## src/pkg/ccc_pkg.sv

```systemverilog
// Package of offsets, fields, reset values and types for the clock controller
`default_nettype none
package ccc_pkg;
	// Register byte offsets
	localparam logic [7:0] CCC_OFF_CTRL = 8'h00;
	localparam logic [7:0] CCC_OFF_DIV = 8'h04;
	localparam logic [7:0] CCC_OFF_STATUS = 8'h08;
	localparam logic [7:0] CCC_OFF_IRQ_STAT = 8'h0C;
	localparam logic [7:0] CCC_OFF_IRQ_MASK = 8'h10;
	// Control register bit positions
	localparam int CCC_CTRL_SW_EN = 0;
	localparam int CCC_CTRL_TARGET = 1;
	localparam int CCC_CTRL_MON_EN = 3;
	localparam int CCC_CTRL_PLL_EN = 4;
	localparam int CCC_CTRL_PLL_SRC = 5;
	localparam int CCC_CTRL_DBG_DIV2 = 6;
	localparam int CCC_CTRL_EMERG = 7;
	localparam int CCC_CTRL_OUT_EN = 8;
	// Divider register field positions
	localparam int CCC_DIV_SYS_PRE = 0;
	localparam int CCC_DIV_CPU = 2;
	localparam int CCC_DIV_TRIM = 5;
	localparam int CCC_DIV_PLL = 8;
	localparam int CCC_DIV_PLL_PRE = 10;
	localparam int CCC_DIV_OUT_SEL = 12;
	localparam int CCC_DIV_OUT_N = 16;
	// Status register bit positions
	localparam int CCC_ST_SLOW_RDY = 0;
	localparam int CCC_ST_FAST_RDY = 1;
	localparam int CCC_ST_EXT_RDY = 2;
	localparam int CCC_ST_SW_DONE = 3;
	localparam int CCC_ST_SW_BUSY = 4;
	localparam int CCC_ST_FAIL = 5;
	localparam int CCC_ST_AUX = 6;
	localparam int CCC_ST_OUT_BUSY = 7;
	localparam int CCC_ST_OUT_RDY = 8;
	localparam int CCC_ST_SRC = 9;
	// Interrupt bit positions
	localparam int CCC_IRQ_FAIL = 0;
	localparam int CCC_IRQ_SWITCH = 1;
	// Values after reset
	localparam logic [1:0] CCC_RST_SYS_PRE = 2'h3;
	localparam logic [2:0] CCC_RST_CPU = 3'h0;
	localparam logic [2:0] CCC_RST_TRIM = 3'h0;
	localparam logic [1:0] CCC_RST_PLL = 2'h2;
	localparam logic [1:0] CCC_RST_PLL_PRE = 2'h0;
	localparam logic [3:0] CCC_RST_OUT_SEL = 4'h0;
	localparam logic [7:0] CCC_RST_OUT_N = 8'h00;
	localparam logic CCC_RST_DBG_DIV2 = 1'b1;
	// Divider ratios, stored as ratio minus one
	localparam logic [7:0] CCC_PLL_DIV_BASE = 8'h03;
	localparam logic [7:0] CCC_AUX_RATIO_M1 = 8'h07;
	// Master clock sources
	typedef enum logic [1:0] {
		CCC_SRC_FAST_INT = 2'h0,
		CCC_SRC_SLOW_INT = 2'h1,
		CCC_SRC_FAST_EXT = 2'h2
	} ccc_src_type;
	// Clock switch states
	typedef enum logic {
		CCC_SW_IDLE,
		CCC_SW_WAIT
	} ccc_sw_state_type;
endpackage
`default_nettype wire

```

## src/verilog/ccc_tick_div.sv

```systemverilog
// Programmable divider of a one-cycle tick stream
`default_nettype none
module ccc_tick_div
	import ccc_pkg::*;
#(
	parameter int W = 8
) (
	input wire logic clk_i,
	input wire logic sys_rst_i,
	input wire logic tick_i,
	input wire logic [W-1:0] ratio_m1_i,
	output logic tick_o
);
	logic [W-1:0] cnt;

	// Count input ticks, emit one per ratio; new ratio applies at once
	always_ff @(posedge clk_i) begin
		if (sys_rst_i) begin
			cnt <= '0;
			tick_o <= 1'b0;
		end else if (tick_i) begin
			if (cnt >= ratio_m1_i) begin
				cnt <= '0;
				tick_o <= 1'b1;
			end else begin
				cnt <= cnt + 1'b1;
				tick_o <= 1'b0;
			end
		end else begin
			tick_o <= 1'b0;
		end
	end

	// Ratio one passes every tick through
	a_unit_pass: assert property (@(posedge clk_i) disable iff (sys_rst_i)
		(tick_i && ratio_m1_i == '0) |=> tick_o)
		else $error("divider by one dropped a tick");
endmodule
`default_nettype wire

```

## src/verilog/ccc_clock_ctrl.sv

```systemverilog
// Clock controller: source switch, prescalers, trim, PLL, clock output, failure monitor
`default_nettype none
module ccc_clock_ctrl
	import ccc_pkg::*;
#(
	parameter int CAL_W = 8
) (
	input wire logic clk_i,
	input wire logic sys_rst_i,
	input wire logic [7:0] avs_address_i,
	input wire logic avs_read_i,
	input wire logic avs_write_i,
	input wire logic [31:0] avs_writedata_i,
	input wire logic [3:0] avs_byteenable_i,
	output logic [31:0] avs_readdata_o,
	output logic avs_waitrequest_o,
	input wire logic fast_int_tick_i,
	input wire logic slow_int_tick_i,
	input wire logic fast_ext_tick_i,
	input wire logic fast_int_ready_i,
	input wire logic slow_int_ready_i,
	input wire logic fast_ext_ready_i,
	input wire logic fast_ext_fail_i,
	input wire logic [5:0] sm_tick_i,
	input wire logic adc_tick_i,
	input wire logic awu_tick_i,
	input wire logic [CAL_W-1:0] factory_cal_i,
	output logic [CAL_W-1:0] fast_int_trim_o,
	output logic master_tick_o,
	output logic cpu_tick_o,
	output logic debug_wire_tick_o,
	output logic pll_tick_o,
	output logic pll_div_tick_o,
	output logic pll_pres_tick_o,
	output logic clock_output_tick_o,
	output logic irq_o
);
	// Control fields
	logic switch_enable_bit;
	ccc_src_type target_src;
	logic monitor_en;
	logic pll_en;
	logic pll_src_ext;
	logic dbg_div2;
	logic out_en;
	logic [1:0] sys_pre;
	logic [2:0] cpu_div;
	logic [2:0] trim;
	logic [1:0] pll_div;
	logic [1:0] pll_pre;
	logic [3:0] out_sel;
	logic [7:0] out_n;
	// State and flags
	ccc_sw_state_type sw_state;
	ccc_src_type cur_src;
	logic switch_busy_flag;
	logic switch_done_flag;
	logic clock_fail_detect_flag;
	logic aux_flag;
	logic clock_output_busy_flag;
	logic clock_output_ready_flag;
	logic [1:0] irq_mask;
	// Bus decode
	logic acc;
	logic wr;
	logic [31:0] wmask;
	logic [31:0] wdat;
	logic wr_ctrl;
	logic wr_div;
	logic wr_istat;
	logic wr_imask;
	logic [31:0] next_readdata;
	// Clock path nets
	logic sys_tick;
	logic aux_tick;
	logic next_master;
	logic target_ready;
	logic fail_event;
	logic emerg_clear;
	logic [15:0] out_srcs;
	logic out_tick_sel;

	// Bus handshake: one wait cycle, then a single accepting cycle
	assign acc = (avs_read_i || avs_write_i) && !avs_waitrequest_o;
	assign wr = acc && avs_write_i;
	assign wmask = {{8{avs_byteenable_i[3]}}, {8{avs_byteenable_i[2]}},
		{8{avs_byteenable_i[1]}}, {8{avs_byteenable_i[0]}}};
	assign wdat = avs_writedata_i & wmask;
	assign wr_ctrl = wr && avs_address_i == CCC_OFF_CTRL;
	assign wr_div = wr && avs_address_i == CCC_OFF_DIV;
	assign wr_istat = wr && avs_address_i == CCC_OFF_IRQ_STAT;
	assign wr_imask = wr && avs_address_i == CCC_OFF_IRQ_MASK;
	assign emerg_clear = wr_ctrl && wdat[CCC_CTRL_EMERG];

	always_ff @(posedge clk_i) begin
		if (sys_rst_i) begin
			avs_waitrequest_o <= 1'b1;
		end else begin
			avs_waitrequest_o <= !((avs_read_i || avs_write_i) && avs_waitrequest_o);
		end
	end

	// Read mux; unmapped addresses read zero
	always_comb begin
		next_readdata = 32'h0000_0000;
		unique case (avs_address_i)
			CCC_OFF_CTRL: begin
				next_readdata[CCC_CTRL_SW_EN] = switch_enable_bit;
				next_readdata[CCC_CTRL_TARGET +: 2] = target_src;
				next_readdata[CCC_CTRL_MON_EN] = monitor_en;
				next_readdata[CCC_CTRL_PLL_EN] = pll_en;
				next_readdata[CCC_CTRL_PLL_SRC] = pll_src_ext;
				next_readdata[CCC_CTRL_DBG_DIV2] = dbg_div2;
				next_readdata[CCC_CTRL_OUT_EN] = out_en;
			end
			CCC_OFF_DIV: begin
				next_readdata[CCC_DIV_SYS_PRE +: 2] = sys_pre;
				next_readdata[CCC_DIV_CPU +: 3] = cpu_div;
				next_readdata[CCC_DIV_TRIM +: 3] = trim;
				next_readdata[CCC_DIV_PLL +: 2] = pll_div;
				next_readdata[CCC_DIV_PLL_PRE +: 2] = pll_pre;
				next_readdata[CCC_DIV_OUT_SEL +: 4] = out_sel;
				next_readdata[CCC_DIV_OUT_N +: 8] = out_n;
			end
			CCC_OFF_STATUS: begin
				next_readdata[CCC_ST_SLOW_RDY] = slow_int_ready_i;
				next_readdata[CCC_ST_FAST_RDY] = fast_int_ready_i;
				next_readdata[CCC_ST_EXT_RDY] = fast_ext_ready_i;
				next_readdata[CCC_ST_SW_DONE] = switch_done_flag;
				next_readdata[CCC_ST_SW_BUSY] = switch_busy_flag;
				next_readdata[CCC_ST_FAIL] = clock_fail_detect_flag;
				next_readdata[CCC_ST_AUX] = aux_flag;
				next_readdata[CCC_ST_OUT_BUSY] = clock_output_busy_flag;
				next_readdata[CCC_ST_OUT_RDY] = clock_output_ready_flag;
				next_readdata[CCC_ST_SRC +: 2] = cur_src;
			end
			CCC_OFF_IRQ_STAT: begin
				next_readdata[CCC_IRQ_FAIL] = clock_fail_detect_flag;
				next_readdata[CCC_IRQ_SWITCH] = switch_done_flag;
			end
			CCC_OFF_IRQ_MASK: begin
				next_readdata[1:0] = irq_mask;
			end
			default: begin
				next_readdata = 32'h0000_0000;
			end
		endcase
	end

	always_ff @(posedge clk_i) begin
		if (sys_rst_i) begin
			avs_readdata_o <= 32'h0000_0000;
		end else if (avs_read_i && avs_waitrequest_o) begin
			avs_readdata_o <= next_readdata;
		end
	end

	// Control register; monitor enable can only be set
	always_ff @(posedge clk_i) begin
		if (sys_rst_i) begin
			target_src <= CCC_SRC_FAST_INT;
			monitor_en <= 1'b0;
			pll_en <= 1'b0;
			pll_src_ext <= 1'b0;
			dbg_div2 <= CCC_RST_DBG_DIV2;
			out_en <= 1'b0;
		end else if (wr_ctrl) begin
			if (avs_byteenable_i[0]) begin
				target_src <= ccc_src_type'(avs_writedata_i[CCC_CTRL_TARGET +: 2]);
				monitor_en <= monitor_en | avs_writedata_i[CCC_CTRL_MON_EN];
				pll_en <= avs_writedata_i[CCC_CTRL_PLL_EN];
				pll_src_ext <= avs_writedata_i[CCC_CTRL_PLL_SRC];
				dbg_div2 <= avs_writedata_i[CCC_CTRL_DBG_DIV2];
			end
			if (avs_byteenable_i[1]) begin
				out_en <= avs_writedata_i[CCC_CTRL_OUT_EN];
			end
		end
	end

	// Divider register
	always_ff @(posedge clk_i) begin
		if (sys_rst_i) begin
			sys_pre <= CCC_RST_SYS_PRE;
			cpu_div <= CCC_RST_CPU;
			trim <= CCC_RST_TRIM;
			pll_div <= CCC_RST_PLL;
			pll_pre <= CCC_RST_PLL_PRE;
			out_sel <= CCC_RST_OUT_SEL;
			out_n <= CCC_RST_OUT_N;
		end else if (wr_div) begin
			if (avs_byteenable_i[0]) begin
				sys_pre <= avs_writedata_i[CCC_DIV_SYS_PRE +: 2];
				cpu_div <= avs_writedata_i[CCC_DIV_CPU +: 3];
				trim <= avs_writedata_i[CCC_DIV_TRIM +: 3];
			end
			if (avs_byteenable_i[1]) begin
				pll_div <= avs_writedata_i[CCC_DIV_PLL +: 2];
				pll_pre <= avs_writedata_i[CCC_DIV_PLL_PRE +: 2];
				out_sel <= avs_writedata_i[CCC_DIV_OUT_SEL +: 4];
			end
			if (avs_byteenable_i[2]) begin
				out_n <= avs_writedata_i[CCC_DIV_OUT_N +: 8];
			end
		end
	end

	// Interrupt mask register
	always_ff @(posedge clk_i) begin
		if (sys_rst_i) begin
			irq_mask <= 2'h0;
		end else if (wr_imask && avs_byteenable_i[0]) begin
			irq_mask <= avs_writedata_i[1:0];
		end
	end

	// Clock switch sequencer
	always_comb begin
		unique case (target_src)
			CCC_SRC_SLOW_INT: target_ready = slow_int_ready_i;
			CCC_SRC_FAST_EXT: target_ready = fast_ext_ready_i;
			default: target_ready = fast_int_ready_i;
		endcase
	end

	always_ff @(posedge clk_i) begin
		if (sys_rst_i) begin
			sw_state <= CCC_SW_IDLE;
			switch_enable_bit <= 1'b0;
			switch_busy_flag <= 1'b0;
			cur_src <= CCC_SRC_FAST_INT;
		end else if (emerg_clear) begin
			sw_state <= CCC_SW_IDLE;
			switch_enable_bit <= 1'b0;
			switch_busy_flag <= 1'b0;
		end else begin
			unique case (sw_state)
				CCC_SW_IDLE: begin
					if (wr_ctrl && avs_byteenable_i[0] && avs_writedata_i[CCC_CTRL_SW_EN]) begin
						sw_state <= CCC_SW_WAIT;
						switch_enable_bit <= 1'b1;
						switch_busy_flag <= 1'b1;
					end
				end
				CCC_SW_WAIT: begin
					if (target_ready) begin
						sw_state <= CCC_SW_IDLE;
						switch_enable_bit <= 1'b0;
						switch_busy_flag <= 1'b0;
						cur_src <= target_src;
					end
				end
			endcase
		end
	end

	// Failure detection, aux connection and sticky flags; set beats clear
	assign fail_event = monitor_en && cur_src == CCC_SRC_FAST_EXT && fast_ext_fail_i && !aux_flag;

	always_ff @(posedge clk_i) begin
		if (sys_rst_i) begin
			clock_fail_detect_flag <= 1'b0;
			aux_flag <= 1'b0;
		end else begin
			if (fail_event) begin
				clock_fail_detect_flag <= 1'b1;
			end else if (wr_istat && wdat[CCC_IRQ_FAIL]) begin
				clock_fail_detect_flag <= 1'b0;
			end
			if (fail_event) begin
				aux_flag <= 1'b1;
			end else if (sw_state == CCC_SW_WAIT && target_ready && !emerg_clear) begin
				aux_flag <= 1'b0;
			end
		end
	end

	always_ff @(posedge clk_i) begin
		if (sys_rst_i) begin
			switch_done_flag <= 1'b0;
		end else if (sw_state == CCC_SW_WAIT && target_ready && !emerg_clear) begin
			switch_done_flag <= 1'b1;
		end else if (wr_istat && wdat[CCC_IRQ_SWITCH]) begin
			switch_done_flag <= 1'b0;
		end
	end

	// Interrupt output from pending bits and mask
	always_ff @(posedge clk_i) begin
		if (sys_rst_i) begin
			irq_o <= 1'b0;
		end else begin
			irq_o <= (irq_mask[CCC_IRQ_FAIL] && clock_fail_detect_flag)
				|| (irq_mask[CCC_IRQ_SWITCH] && switch_done_flag);
		end
	end

	// System prescaler and auxiliary divide by eight
	ccc_tick_div #(.W(8)) u_sys_pre (
		.clk_i(clk_i),
		.sys_rst_i(sys_rst_i),
		.tick_i(fast_int_tick_i),
		.ratio_m1_i(8'((8'h01 << sys_pre) - 8'h01)),
		.tick_o(sys_tick)
	);

	ccc_tick_div #(.W(8)) u_aux_pre (
		.clk_i(clk_i),
		.sys_rst_i(sys_rst_i),
		.tick_i(fast_int_tick_i),
		.ratio_m1_i(CCC_AUX_RATIO_M1),
		.tick_o(aux_tick)
	);

	// Master clock source mux
	always_comb begin
		if (aux_flag) begin
			next_master = aux_tick;
		end else begin
			unique case (cur_src)
				CCC_SRC_SLOW_INT: next_master = slow_int_tick_i;
				CCC_SRC_FAST_EXT: next_master = fast_ext_tick_i;
				default: next_master = sys_tick;
			endcase
		end
	end

	always_ff @(posedge clk_i) begin
		if (sys_rst_i) begin
			master_tick_o <= 1'b0;
		end else begin
			master_tick_o <= next_master;
		end
	end

	// CPU and debug wire dividers
	ccc_tick_div #(.W(8)) u_cpu_div (
		.clk_i(clk_i),
		.sys_rst_i(sys_rst_i),
		.tick_i(master_tick_o),
		.ratio_m1_i(8'((9'h001 << cpu_div) - 9'h001)),
		.tick_o(cpu_tick_o)
	);

	ccc_tick_div #(.W(8)) u_dbg_div (
		.clk_i(clk_i),
		.sys_rst_i(sys_rst_i),
		.tick_i(master_tick_o),
		.ratio_m1_i({7'h00, dbg_div2}),
		.tick_o(debug_wire_tick_o)
	);

	// Trim: signed step added to factory calibration
	always_ff @(posedge clk_i) begin
		if (sys_rst_i) begin
			fast_int_trim_o <= '0;
		end else begin
			fast_int_trim_o <= CAL_W'(factory_cal_i + {{(CAL_W-3){trim[2]}}, trim});
		end
	end

	// PLL: reference select and enable gate
	always_ff @(posedge clk_i) begin
		if (sys_rst_i) begin
			pll_tick_o <= 1'b0;
		end else begin
			pll_tick_o <= pll_en && (pll_src_ext ? fast_ext_tick_i : fast_int_tick_i);
		end
	end

	ccc_tick_div #(.W(8)) u_pll_div (
		.clk_i(clk_i),
		.sys_rst_i(sys_rst_i),
		.tick_i(pll_tick_o),
		.ratio_m1_i(8'(CCC_PLL_DIV_BASE + {6'h00, pll_div})),
		.tick_o(pll_div_tick_o)
	);

	ccc_tick_div #(.W(8)) u_pll_pre (
		.clk_i(clk_i),
		.sys_rst_i(sys_rst_i),
		.tick_i(pll_div_tick_o),
		.ratio_m1_i(8'((8'h01 << pll_pre) - 8'h01)),
		.tick_o(pll_pres_tick_o)
	);

	// Clock output: fifteen sources in select-code order, then n+1 divider
	assign out_srcs = {1'b0, pll_pres_tick_o, awu_tick_i, adc_tick_i, sm_tick_i,
		master_tick_o, cpu_tick_o, pll_tick_o, fast_ext_tick_i, slow_int_tick_i, fast_int_tick_i};
	assign out_tick_sel = out_en && out_srcs[out_sel];

	ccc_tick_div #(.W(8)) u_out_div (
		.clk_i(clk_i),
		.sys_rst_i(sys_rst_i),
		.tick_i(out_tick_sel),
		.ratio_m1_i(out_n),
		.tick_o(clock_output_tick_o)
	);

	// Output busy until the selected source ticks once after enable
	always_ff @(posedge clk_i) begin
		if (sys_rst_i || !out_en || (wr_div && avs_byteenable_i[1])) begin
			clock_output_busy_flag <= out_en && !sys_rst_i;
			clock_output_ready_flag <= 1'b0;
		end else if (out_tick_sel) begin
			clock_output_busy_flag <= 1'b0;
			clock_output_ready_flag <= 1'b1;
		end else begin
			clock_output_busy_flag <= !clock_output_ready_flag;
		end
	end

	// Checks on the logic above
	a_aux_failover: assert property (@(posedge clk_i) disable iff (sys_rst_i)
		fail_event |=> aux_flag && clock_fail_detect_flag ##1 master_tick_o == $past(aux_tick))
		else $error("failure did not move master to aux");
	a_emerg_abort: assert property (@(posedge clk_i) disable iff (sys_rst_i)
		emerg_clear |=> !switch_busy_flag && sw_state == CCC_SW_IDLE)
		else $error("emergency clear left busy set");
	a_clear_wins: assert property (@(posedge clk_i) disable iff (sys_rst_i)
		(emerg_clear && wdat[CCC_CTRL_SW_EN] && !switch_busy_flag) |=> !switch_busy_flag [*2])
		else $error("switch started despite busy clear");
	a_irq_gate: assert property (@(posedge clk_i) disable iff (sys_rst_i)
		irq_o |-> $past(irq_mask & {switch_done_flag, clock_fail_detect_flag}) != 2'h0)
		else $error("interrupt without enabled pending bit");
	a_pend_clear: assert property (@(posedge clk_i) disable iff (sys_rst_i)
		(wr_istat && wdat[CCC_IRQ_SWITCH] && !(sw_state == CCC_SW_WAIT && target_ready))
		|=> !switch_done_flag)
		else $error("switch pending bit not cleared");
	a_mon_sticky: assert property (@(posedge clk_i) disable iff (sys_rst_i)
		monitor_en |=> monitor_en)
		else $error("failure monitor dropped");
	a_switch_done: assert property (@(posedge clk_i) disable iff (sys_rst_i)
		(sw_state == CCC_SW_WAIT && target_ready && !emerg_clear)
		|=> switch_done_flag && !switch_busy_flag && cur_src == $past(target_src))
		else $error("switch completion flags wrong");
	a_bus_answer: assert property (@(posedge clk_i) disable iff (sys_rst_i)
		((avs_read_i || avs_write_i) && avs_waitrequest_o) |=> !avs_waitrequest_o ##1 avs_waitrequest_o)
		else $error("bus answer not one cycle later");
	a_pll_off: assert property (@(posedge clk_i) disable iff (sys_rst_i)
		!pll_en [*2] |-> !pll_tick_o)
		else $error("disabled pll produced a tick");
endmodule
`default_nettype wire

```

## config.mk

```make
export PLATFORM = sky130hd
export DESIGN_NAME = ccc_clock_ctrl
export DESIGN_NICKNAME = d
export VERILOG_FILES = /design/src/pkg/ccc_pkg.sv /design/src/verilog/ccc_tick_div.sv /design/src/verilog/ccc_clock_ctrl.sv
export SDC_FILE = /design/constraint.sdc
export NUM_CORES = 1
export LEC_CHECK = 0
export BUFFER_PORTS_ARGS = -buffer_cell sky130_fd_sc_hd__buf_4
export CELL_PAD_IN_SITES_DETAIL_PLACEMENT = 1
export CELL_PAD_IN_SITES_GLOBAL_PLACEMENT = 1
export CORE_ASPECT_RATIO = 2
export CORE_MARGIN = 5
export CORE_UTILIZATION = 29
export DETAILED_ROUTE_END_ITERATION = 10
export MAX_ROUTING_LAYER = met4
export PLACE_DENSITY = 0.66
export SLEW_MARGIN = 20
export SYNTH_ARGS = -nofsm -noshare
export SYNTH_HDL_FRONTEND = slang
export SYNTH_HIERARCHICAL = 1
export SYNTH_SLANG_ARGS = --single-unit
```

## constraint.sdc

```tcl
create_clock -name clk_i -period 4.9 [get_ports clk_i]
set_clock_uncertainty 0.1 [all_clocks]
set_input_delay 0.49 -clock clk_i [delete_from_list [all_inputs] [get_ports clk_i]]
set_output_delay 0.49 -clock clk_i [all_outputs]
set_load 0.05 [all_outputs]
```

==> results.yml, run 1 <==
status:
  status: "complete, no violations"
placement:
  dp_hpwl_um: 17300
  dp.cells: 1307
  place.gp.congestion: 0.808
  io_buffers: 102
finish:
  post_route_cells_drive_above_1_share: 0.240
  final_cells: 1339
  insertedDiodeCount: 0
  final_net_count: 1121
  area_growth_pct: 19.8
critical_path:
  crit_type: "flop to flop"
  worstPathCellList: "mux4_2 -> a22oi_1 -> o21ai_0 -> and2_1 -> o2111a_1 -> a22o_1 -> nor2b_1"
  crit_buf_inv: 0
  cp.depth: 7
  path_delay_family: "compound AO/OA/AOI/OAI gates"
  startpoint_type: "flop"
  reg2reg_depth: 7
  max_stage_delay_ns: 0.65
  critPathCaptureType: "flop"
  required_ns: 5.10
  slowest_stage: "dfxtp_1"
  cp.arrival_ns: 3.09
  path_max_fanout: 9
min_path:
  hold_path_class: "input pin to flop"
  worst_hold_path.num_cells: 2
clocking:
  clock_latency_ns: 0.44
  numCtsBuffers: 17
  cts_buffer_depth: 2
  cts_tree: "yes"
  cts_setup_buffers: 0
  cts-root-buf: "clkbuf_16"
  cts_sinks: 141
  htreeDepth: 4
  cts-resized-gates: 0
  hold_buffers: 0
  cts.clk_slew.worst_paths_ns: 0.06
power_and_ir_drop:
  peakVddDrop_mv: 0.203
  p_leak_nw: 4.19
  power_density_nw_per_um2: 269
timing:
  worst_pin_slew_ns: 0.887
  rsz0062_at_grt: "false"
  setup_tns_ns: 0
  setup_viol: 0
  relSlewSlack: 0.408
  fin_crit_ns: 2.90
  fmax_mhz: 345
  drv_slew: 0
  min_period_over_period: 0.591
  hold_viol: 0
synthesis:
  netlist.area_leader.share: 0.343
  synth_edf_count: 0
  yosysSeqAreaShare: 0.343
  synth_top_area_cell: "dfxtp_1"
  syn_avg_cell_area_um2: 9.50
  synth-seq-cells: 141
  synth_most_common_cell: "dfxtp_1"
  synth_warnings: 6
  netlist_area_um2: 8230
  syn_inst: 866
  synth.top_cells.by_area: "dfxtp_1, ha_1, nor3_2"
  synthDistinctLibCells: 63
  async_flop_share: 0
  synthFlopType: "dfxtp_1"
  synth_common_cells: "dfxtp_1, ha_1, inv_1, nor2_1, nor3_2"
detailed_routing:
  wirelength_um: 22300
  wl_per_cell_um: 16.6
  first_pass_iters: 4
  ant_nets: 0
  via_per_inst: 4.87
  vias: 6519
  drc_errors: 0
  drtIter0Drc: 203
global_route:
  grt-ovfl-total: 0
  grt_usage: 0.148
  antenna_found_initial: 0
  first_global_vias: 6961
  grt_max_degree: 82
  grt_pass1_wl_um: 35600
die:
  coreArea_um2: 28100
  initial_utilization: 0.293
  rows: 87
  die_w_um: 129
  pin_count: 120
  die_h_um: 248
  die-area_um2: 32100
flow_run:
  maxCapViolations: 0
-- stage by stage --
stage	instance area (um2)	power (mW)	worst slack, ns	utilization	hold WS (ns)
floorplan	8340	1.32	2.52	-	0.338
global placement	9280	1.39	2.00	0.331	0.356
detailed placement	9280	1.40	1.97	0.331	0.361
CTS	9860	2.70	1.97	0.351	0.153
global route	9860	2.76	1.87	0.351	0.155
finish	9860	2.65	2.00	0.351	0.169
-- cells by family after synthesis --
group                    count (synthesis)  synth area share
AND/OR/NAND/NOR                        291             0.223
flip-flops                             141             0.343
buffers and inverters                  127            0.0711
AO/OA/AOI/OAI                          123             0.117
adder cells (fa/ha/maj)                 80             0.123
multiplexers                            52            0.0698
XOR/XNOR                                50            0.0532
other                                    2          0.000912
-- layout by cell type, fill, tap and decap left out, drive strengths merged, types with 17 or more instances in the layout --
| cell type | count |
|---|---|
| dfxtp | 141 |
| buf | 105 |
| nor2 | 80 |
| ha | 79 |
| inv | 79 |
| nor3 | 69 |
| nand2 | 47 |
| mux2i | 45 |
| conb | 31 |
| xnor2 | 29 |
| clkbuf | 22 |
| a22oi | 22 |
| xor2 | 21 |
| o21ai | 21 |
| nand4 | 20 |
| nor2b | 17 |
-- where the power goes --
part           internal [mW]  switching, mW  total (mW)
Sequential              1.16        0.00743        1.16
Clock                  0.775          0.509        1.28
Combinational         0.0760          0.130       0.206
Total                   2.01          0.647        2.65
-- path summary, 6_finish.rpt --
check	startpoint	end	slack, ns
min reg2reg	avs_readdata_o[7]	avs_readdata_o[7]	0.37
max	out_sel[1]	u_out_div/tick_o	2.00
min	avs_read_i	avs_waitrequest_o	0.17
max reg2reg	out_sel[1]	u_out_div/tick_o	2.00
-- per-layer routing --
metal / track usage / part of all wire / vias to the layer above
met4: 0.0427 / 0.017 / 0
met5: - / 0 / -
met1: 0.138 / 0.35 / 3183
met3: 0.0395 / 0.049 / 21
met2: 0.288 / 0.58 / 109
li1: - / - / 3206
-- state kept, by name, summed over array words and instances (netlist names), 4 cells and up --
signal / cells
avs_readdata_o: 24
fast_int_trim_o: 8
out_n: 8
u_aux_pre/cnt: 8
u_cpu_div/cnt: 8
u_dbg_div/cnt: 8
u_out_div/cnt: 8
u_pll_div/cnt: 8
u_pll_pre/cnt: 8
u_sys_pre/cnt: 8
out_sel: 4
-- area by class of cell --
cell class	count	area, um2
fillers	3258	18200
multi-input cells	627	4930
flip-flops and latches	141	2820
repair buffers	105	792
clock buffers	22	464
well taps	356	445
inverters	78	293
clock inverters	10	114
No activity file was read; power rests on OpenSTA's default activity.
==> run 2, diff against run 1 <==
clock period = 2.89 ns   (was 4.9 ns; I/O delays follow)
==> results.yml, run 2 (synthesis results as in run 1) <==
clocking:
  clock_latency_ns: 0.44
  cts-root-buf: "clkbuf_16"
  cts_buffer_depth: 2
  cts.clk_slew.worst_paths_ns: 0.06
  htreeDepth: 4
  cts_sinks: 141
  cts_setup_buffers: 0
  numCtsBuffers: 17
  cts_tree: "yes"
finish:
  regMostFlops: "avs_readdata_o"
  area_growth_pct: 23.4
  final_cell_mix: "dfxtp_1, buf_4, ha_1"
  final_net_count: 1146
  final_cells: 1364
  design_area_um2: 10200
  largest_reg_flops: 24
  fin_util: 0.362
  layout_commonest_cell: "dfxtp_1"
  post_route_cells_drive_above_1_share: 0.245
  insertedDiodeCount: 0
timing:
  setup_slack_ns: 0.242
  min_period_over_period: 0.916
  worst_pin_slew_ns: 0.662
  hold_ws_ns: 0.0190
  drv_slew: 0
  fmax_mhz: 378
  relSlewSlack: 0.557
  setup_viol: 0
  setup_tns_ns: 0
  rsz0062_at_grt: "false"
  hold_viol: 0
  fin_crit_ns: 2.65
placement:
  dp_hpwl_um: 17700
  pre_cts_slack_ns: 0.193
  dp.cells: 1314
  place.gp.congestion: 0.796
  dpl_cell_area_um2: 9350
  io_buffers: 102
global_route:
  grt_usage: 0.150
  grtUsageMet1: 0.144
  first_global_vias: 7087
  grt-ovfl-total: 0
  grt_max_degree: 86
  grt_pass1_wl_um: 36200
  grt.busiest_layer: "met2"
  antenna_found_initial: 0
  use_met3: 0.0305
  grt_use_met2: 0.280
critical_path:
  required_ns: 3.10
  crit_type: "flop to flop"
  reg2reg_depth: 9
  rr_startpoint: "pll_pre[0]"
  r2r_slack_ns: 0.24
  critPathCaptureType: "flop"
  cp.arrival_ns: 2.86
  startpoint_type: "flop"
  timing.rr.end: "u_pll_pre/tick_o"
  path_max_fanout: 9
detailed_routing:
  wl_per_cell_um: 16.7
  vias: 6634
  drc_errors: 0
  wirelength_um: 22800
  drtIter0Drc: 171
  ant_nets: 0
  first_pass_iters: 4
  via_per_inst: 4.86
min_path:
  hold_path_class: "input pin to flop"
  worst_hold_path.num_cells: 3
  min_from: "avs_writedata_i[22]"
  hold_end: "out_n[6]"
die:
  rows: 87
  die-area_um2: 32100
  die_w_um: 129
  pin_count: 120
  die_h_um: 248
  initial_utilization: 0.293
  coreArea_um2: 28100
flow_run:
  maxCapViolations: 0
power_and_ir_drop:
  power_density_nw_per_um2: 462
  total_power_mw: 4.69
  p_leak_nw: 4.31
  peakVddDrop_mv: 0.364
status:
  status: "complete, no violations"
-- run 2: cell types whose count changed in the layout (fill, tap and decap cells not counted), sizes merged, moves of 3 or more --
| cell | before | now |
|---|---|---|
| buf | 105 | 112 |
| clkbuf | 22 | 18 |
| clkinv | 6 | 3 |
| clkinvlp | 1 | 4 |
| dlygate4sd3 | 0 | 18 |
| inv | 79 | 82 |
-- run 2: worst max path at each step --
stage               startpoint                to  slack [ns]  cells past startpoint
floorplan           out_sel[1]  u_out_div/tick_o        0.51                     10
global placement    out_sel[1]  u_out_div/tick_o        0.22                      7
detailed placement  out_sel[1]  u_out_div/tick_o        0.19                      7
CTS                 out_sel[1]  u_out_div/tick_o        0.17                      7
global route        pll_pre[0]  u_pll_pre/tick_o        0.13                      9
finish              pll_pre[0]  u_pll_pre/tick_o        0.24                      9
-- run 2: power breakdown --
| group | leakage [nW] | switching, mW | total [mW] | internal [mW] |
|---|---|---|---|---|
| registers | 1.14 | 0.0130 | 1.97 | 1.96 |
| logic | 2.88 | 0.231 | 0.382 | 0.151 |
| clock network | 0.292 | 0.941 | 2.34 | 1.40 |
| total | 4.31 | 1.19 | 4.69 | 3.51 |
-- run 2: cell type report --
cell class                      count  area, um2
Multi-Input combinational cell    627       4930
Tap cell                          356        445
Inverter                           78        293
Fill cell                        3248      17900
Sequential cell                   141       2820
Clock inverter                     14        184
Clock buffer                       18        439
Timing Repair Buffer              130       1040
-- run 2: metal layers --
metal | share of wire | wire, um
met1 | 0.37 | 8370
met2 | 0.55 | 12600
met3 | 0.039 | 882
met4 | 0.041 | 933
met5 | 0 | 0
-- run 2: worst max-delay path: stages, from the launching register on --
cell and delay [ns]:
dfxtp_1 0.37, or2_2 0.34, ha_1 0.18, nor2b_1 0.14
inv_1 0.06, ha_1 0.23, and3_4 0.19, a221o_1 0.35
a22o_1 0.35, nor2b_1 0.20
-- run 2: what timing repair did --
item	in CTS	in global routing
endpoints found under the hold margin	20	0
gates resized for setup	0	1
endpoints found under the setup margin	0	1
hold buffers	18	0
==> run 3, diff against run 2 <==
CELL_PAD_IN_SITES_DETAIL_PLACEMENT = not set   (was 1)
CELL_PAD_IN_SITES_GLOBAL_PLACEMENT = not set   (was 1)
PLACE_DENSITY = 0.55   (was 0.66)
==> results.yml, run 3 (synthesis results as in run 1) <==
finish:
  area_growth_pct: 23.6
  regMostFlops: "avs_readdata_o"
  layout_commonest_cell: "dfxtp_1"
  final_net_count: 1150
  final_cell_mix: "dfxtp_1, buf_4, ha_1"
  largest_reg_flops: 24
  post_route_cells_drive_above_1_share: 0.246
  insertedDiodeCount: 0
timing:
  drv_slew: 0
  setup_slack_ns: 0.266
  min_period_over_period: 0.908
  setup_viol: 0
  fmax_mhz: 381
  worst_pin_slew_ns: 0.736
  relSlewSlack: 0.508
  setup_tns_ns: 0
  rsz0062_at_grt: "false"
  fin_crit_ns: 2.62
  hold_viol: 0
detailed_routing:
  wirelength_um: 20600
  drc_errors: 0
  drtIter0Drc: 194
  via_per_inst: 4.69
  ant_nets: 0
  vias: 6421
  first_pass_iters: 4
  wl_per_cell_um: 15.1
clocking:
  cts_buffer_depth: 2
  cts_sinks: 141
  cts_tree: "yes"
  cts.clk_slew.worst_paths_ns: 0.06
  cts_setup_buffers: 0
  cts-root-buf: "clkbuf_16"
  htreeDepth: 4
  numCtsBuffers: 17
  clock_latency_ns: 0.43
die:
  pin_count: 120
  die_w_um: 129
  initial_utilization: 0.293
  coreArea_um2: 28100
  die_h_um: 248
  die-area_um2: 32100
  rows: 87
placement:
  pre_cts_slack_ns: 0.0723
  place.gp.congestion: 0.776
  dp_hpwl_um: 16100
  io_buffers: 102
global_route:
  grt-ovfl-total: 0
  grt_max_degree: 55
  grt_pass1_wl_um: 32700
  grt_usage: 0.135
  antenna_found_initial: 0
  first_global_vias: 6379
critical_path:
  crit_type: "flop to flop"
  worstPathCellList: "or2_2 -> ha_1 -> nor2b_1 -> inv_1 -> ha_1 -> and3_4 -> a221o_1 -> a22o_1 -> nor2b_1"
  critPathCaptureType: "flop"
  cp.arrival_ns: 2.83
  max_stage_delay_ns: 0.36
  slowest_stage: "dfxtp_1"
  path_max_fanout: 9
  startpoint_type: "flop"
  required_ns: 3.09
min_path:
  hold_path_class: "input pin to flop"
power_and_ir_drop:
  peakVddDrop_mv: 0.416
  p_leak_nw: 4.33
  power_density_nw_per_um2: 454
status:
  status: "complete, no violations"
flow_run:
  maxCapViolations: 0
-- run 3: cell count changes in the layout (fill, tap and decap cells not counted), sizes merged --
cell / delta
clkinv: +4
buf: +3
clkinvlp: -3
inv: -2
clkbuf: +1
dlygate4sd3: +1
-- run 3: stage by stage --
step                utilization  hold slack (ns)  power, mW  std cells  area [um2]
finish                    0.362           0.0225       4.62       1368       10200
floorplan                     -            0.289       2.23        895        8340
detailed placement        0.334            0.349       2.37       1317        9370
CTS                       0.362         0.000456       4.69       1368       10200
global placement          0.334            0.344       2.37       1317        9370
global route              0.362           0.0294       4.79       1368       10200
-- run 3: path summary, 6_finish.rpt --
path / slack (ns) / startpoint / cells after the start / endpoint
max: 0.27 / pll_pre[0] / 9 / u_pll_pre/tick_o
min: 0.02 / avs_writedata_i[18] / 3 / out_n[2]
max reg2reg: 0.27 / pll_pre[0] / 9 / u_pll_pre/tick_o
min reg2reg: 0.35 / avs_readdata_o[10] / 2 / avs_readdata_o[10]
-- run 3: metal layers --
metal,vias to the layer above,GRT usage,wire length (um)
met2,134,0.244,11100
met4,0,0.0717,828
met5,-,-,0
li1,3261,-,-
met3,35,0.0223,778
met1,2991,0.136,7900
-- run 3: cell type report --
type / count / area (um2)
flip-flops and latches: 141 / 2820
inverters: 78 / 293
repair buffers: 134 / 1070
multi-input cells: 627 / 4930
clock inverters: 13 / 165
fillers: 2896 / 17900
well taps: 356 / 445
clock buffers: 19 / 443
-- run 3: critical path, delay by kind of cell, from the launching register on --
kind | cells | cell delay, ns
flip-flops | 1 | 0.36
AO/OA/AOI/OAI | 2 | 0.70
buffers and inverters | 1 | 0.06
adder cells (fa/ha/maj) | 2 | 0.42
AND/OR/NAND/NOR | 4 | 0.87
-- run 3: power by group --
group / switching, mW / total [mW] / internal (mW)
Sequential: 0.0117 / 1.97 / 1.96
Clock: 0.884 / 2.27 / 1.38
Combinational: 0.223 / 0.375 / 0.152
-- run 3: what timing repair did --
action,in CTS,in global routing
hold buffers,19,0
endpoints found under the setup margin,0,5
hold endpoints to repair,22,0
resized for setup,0,1
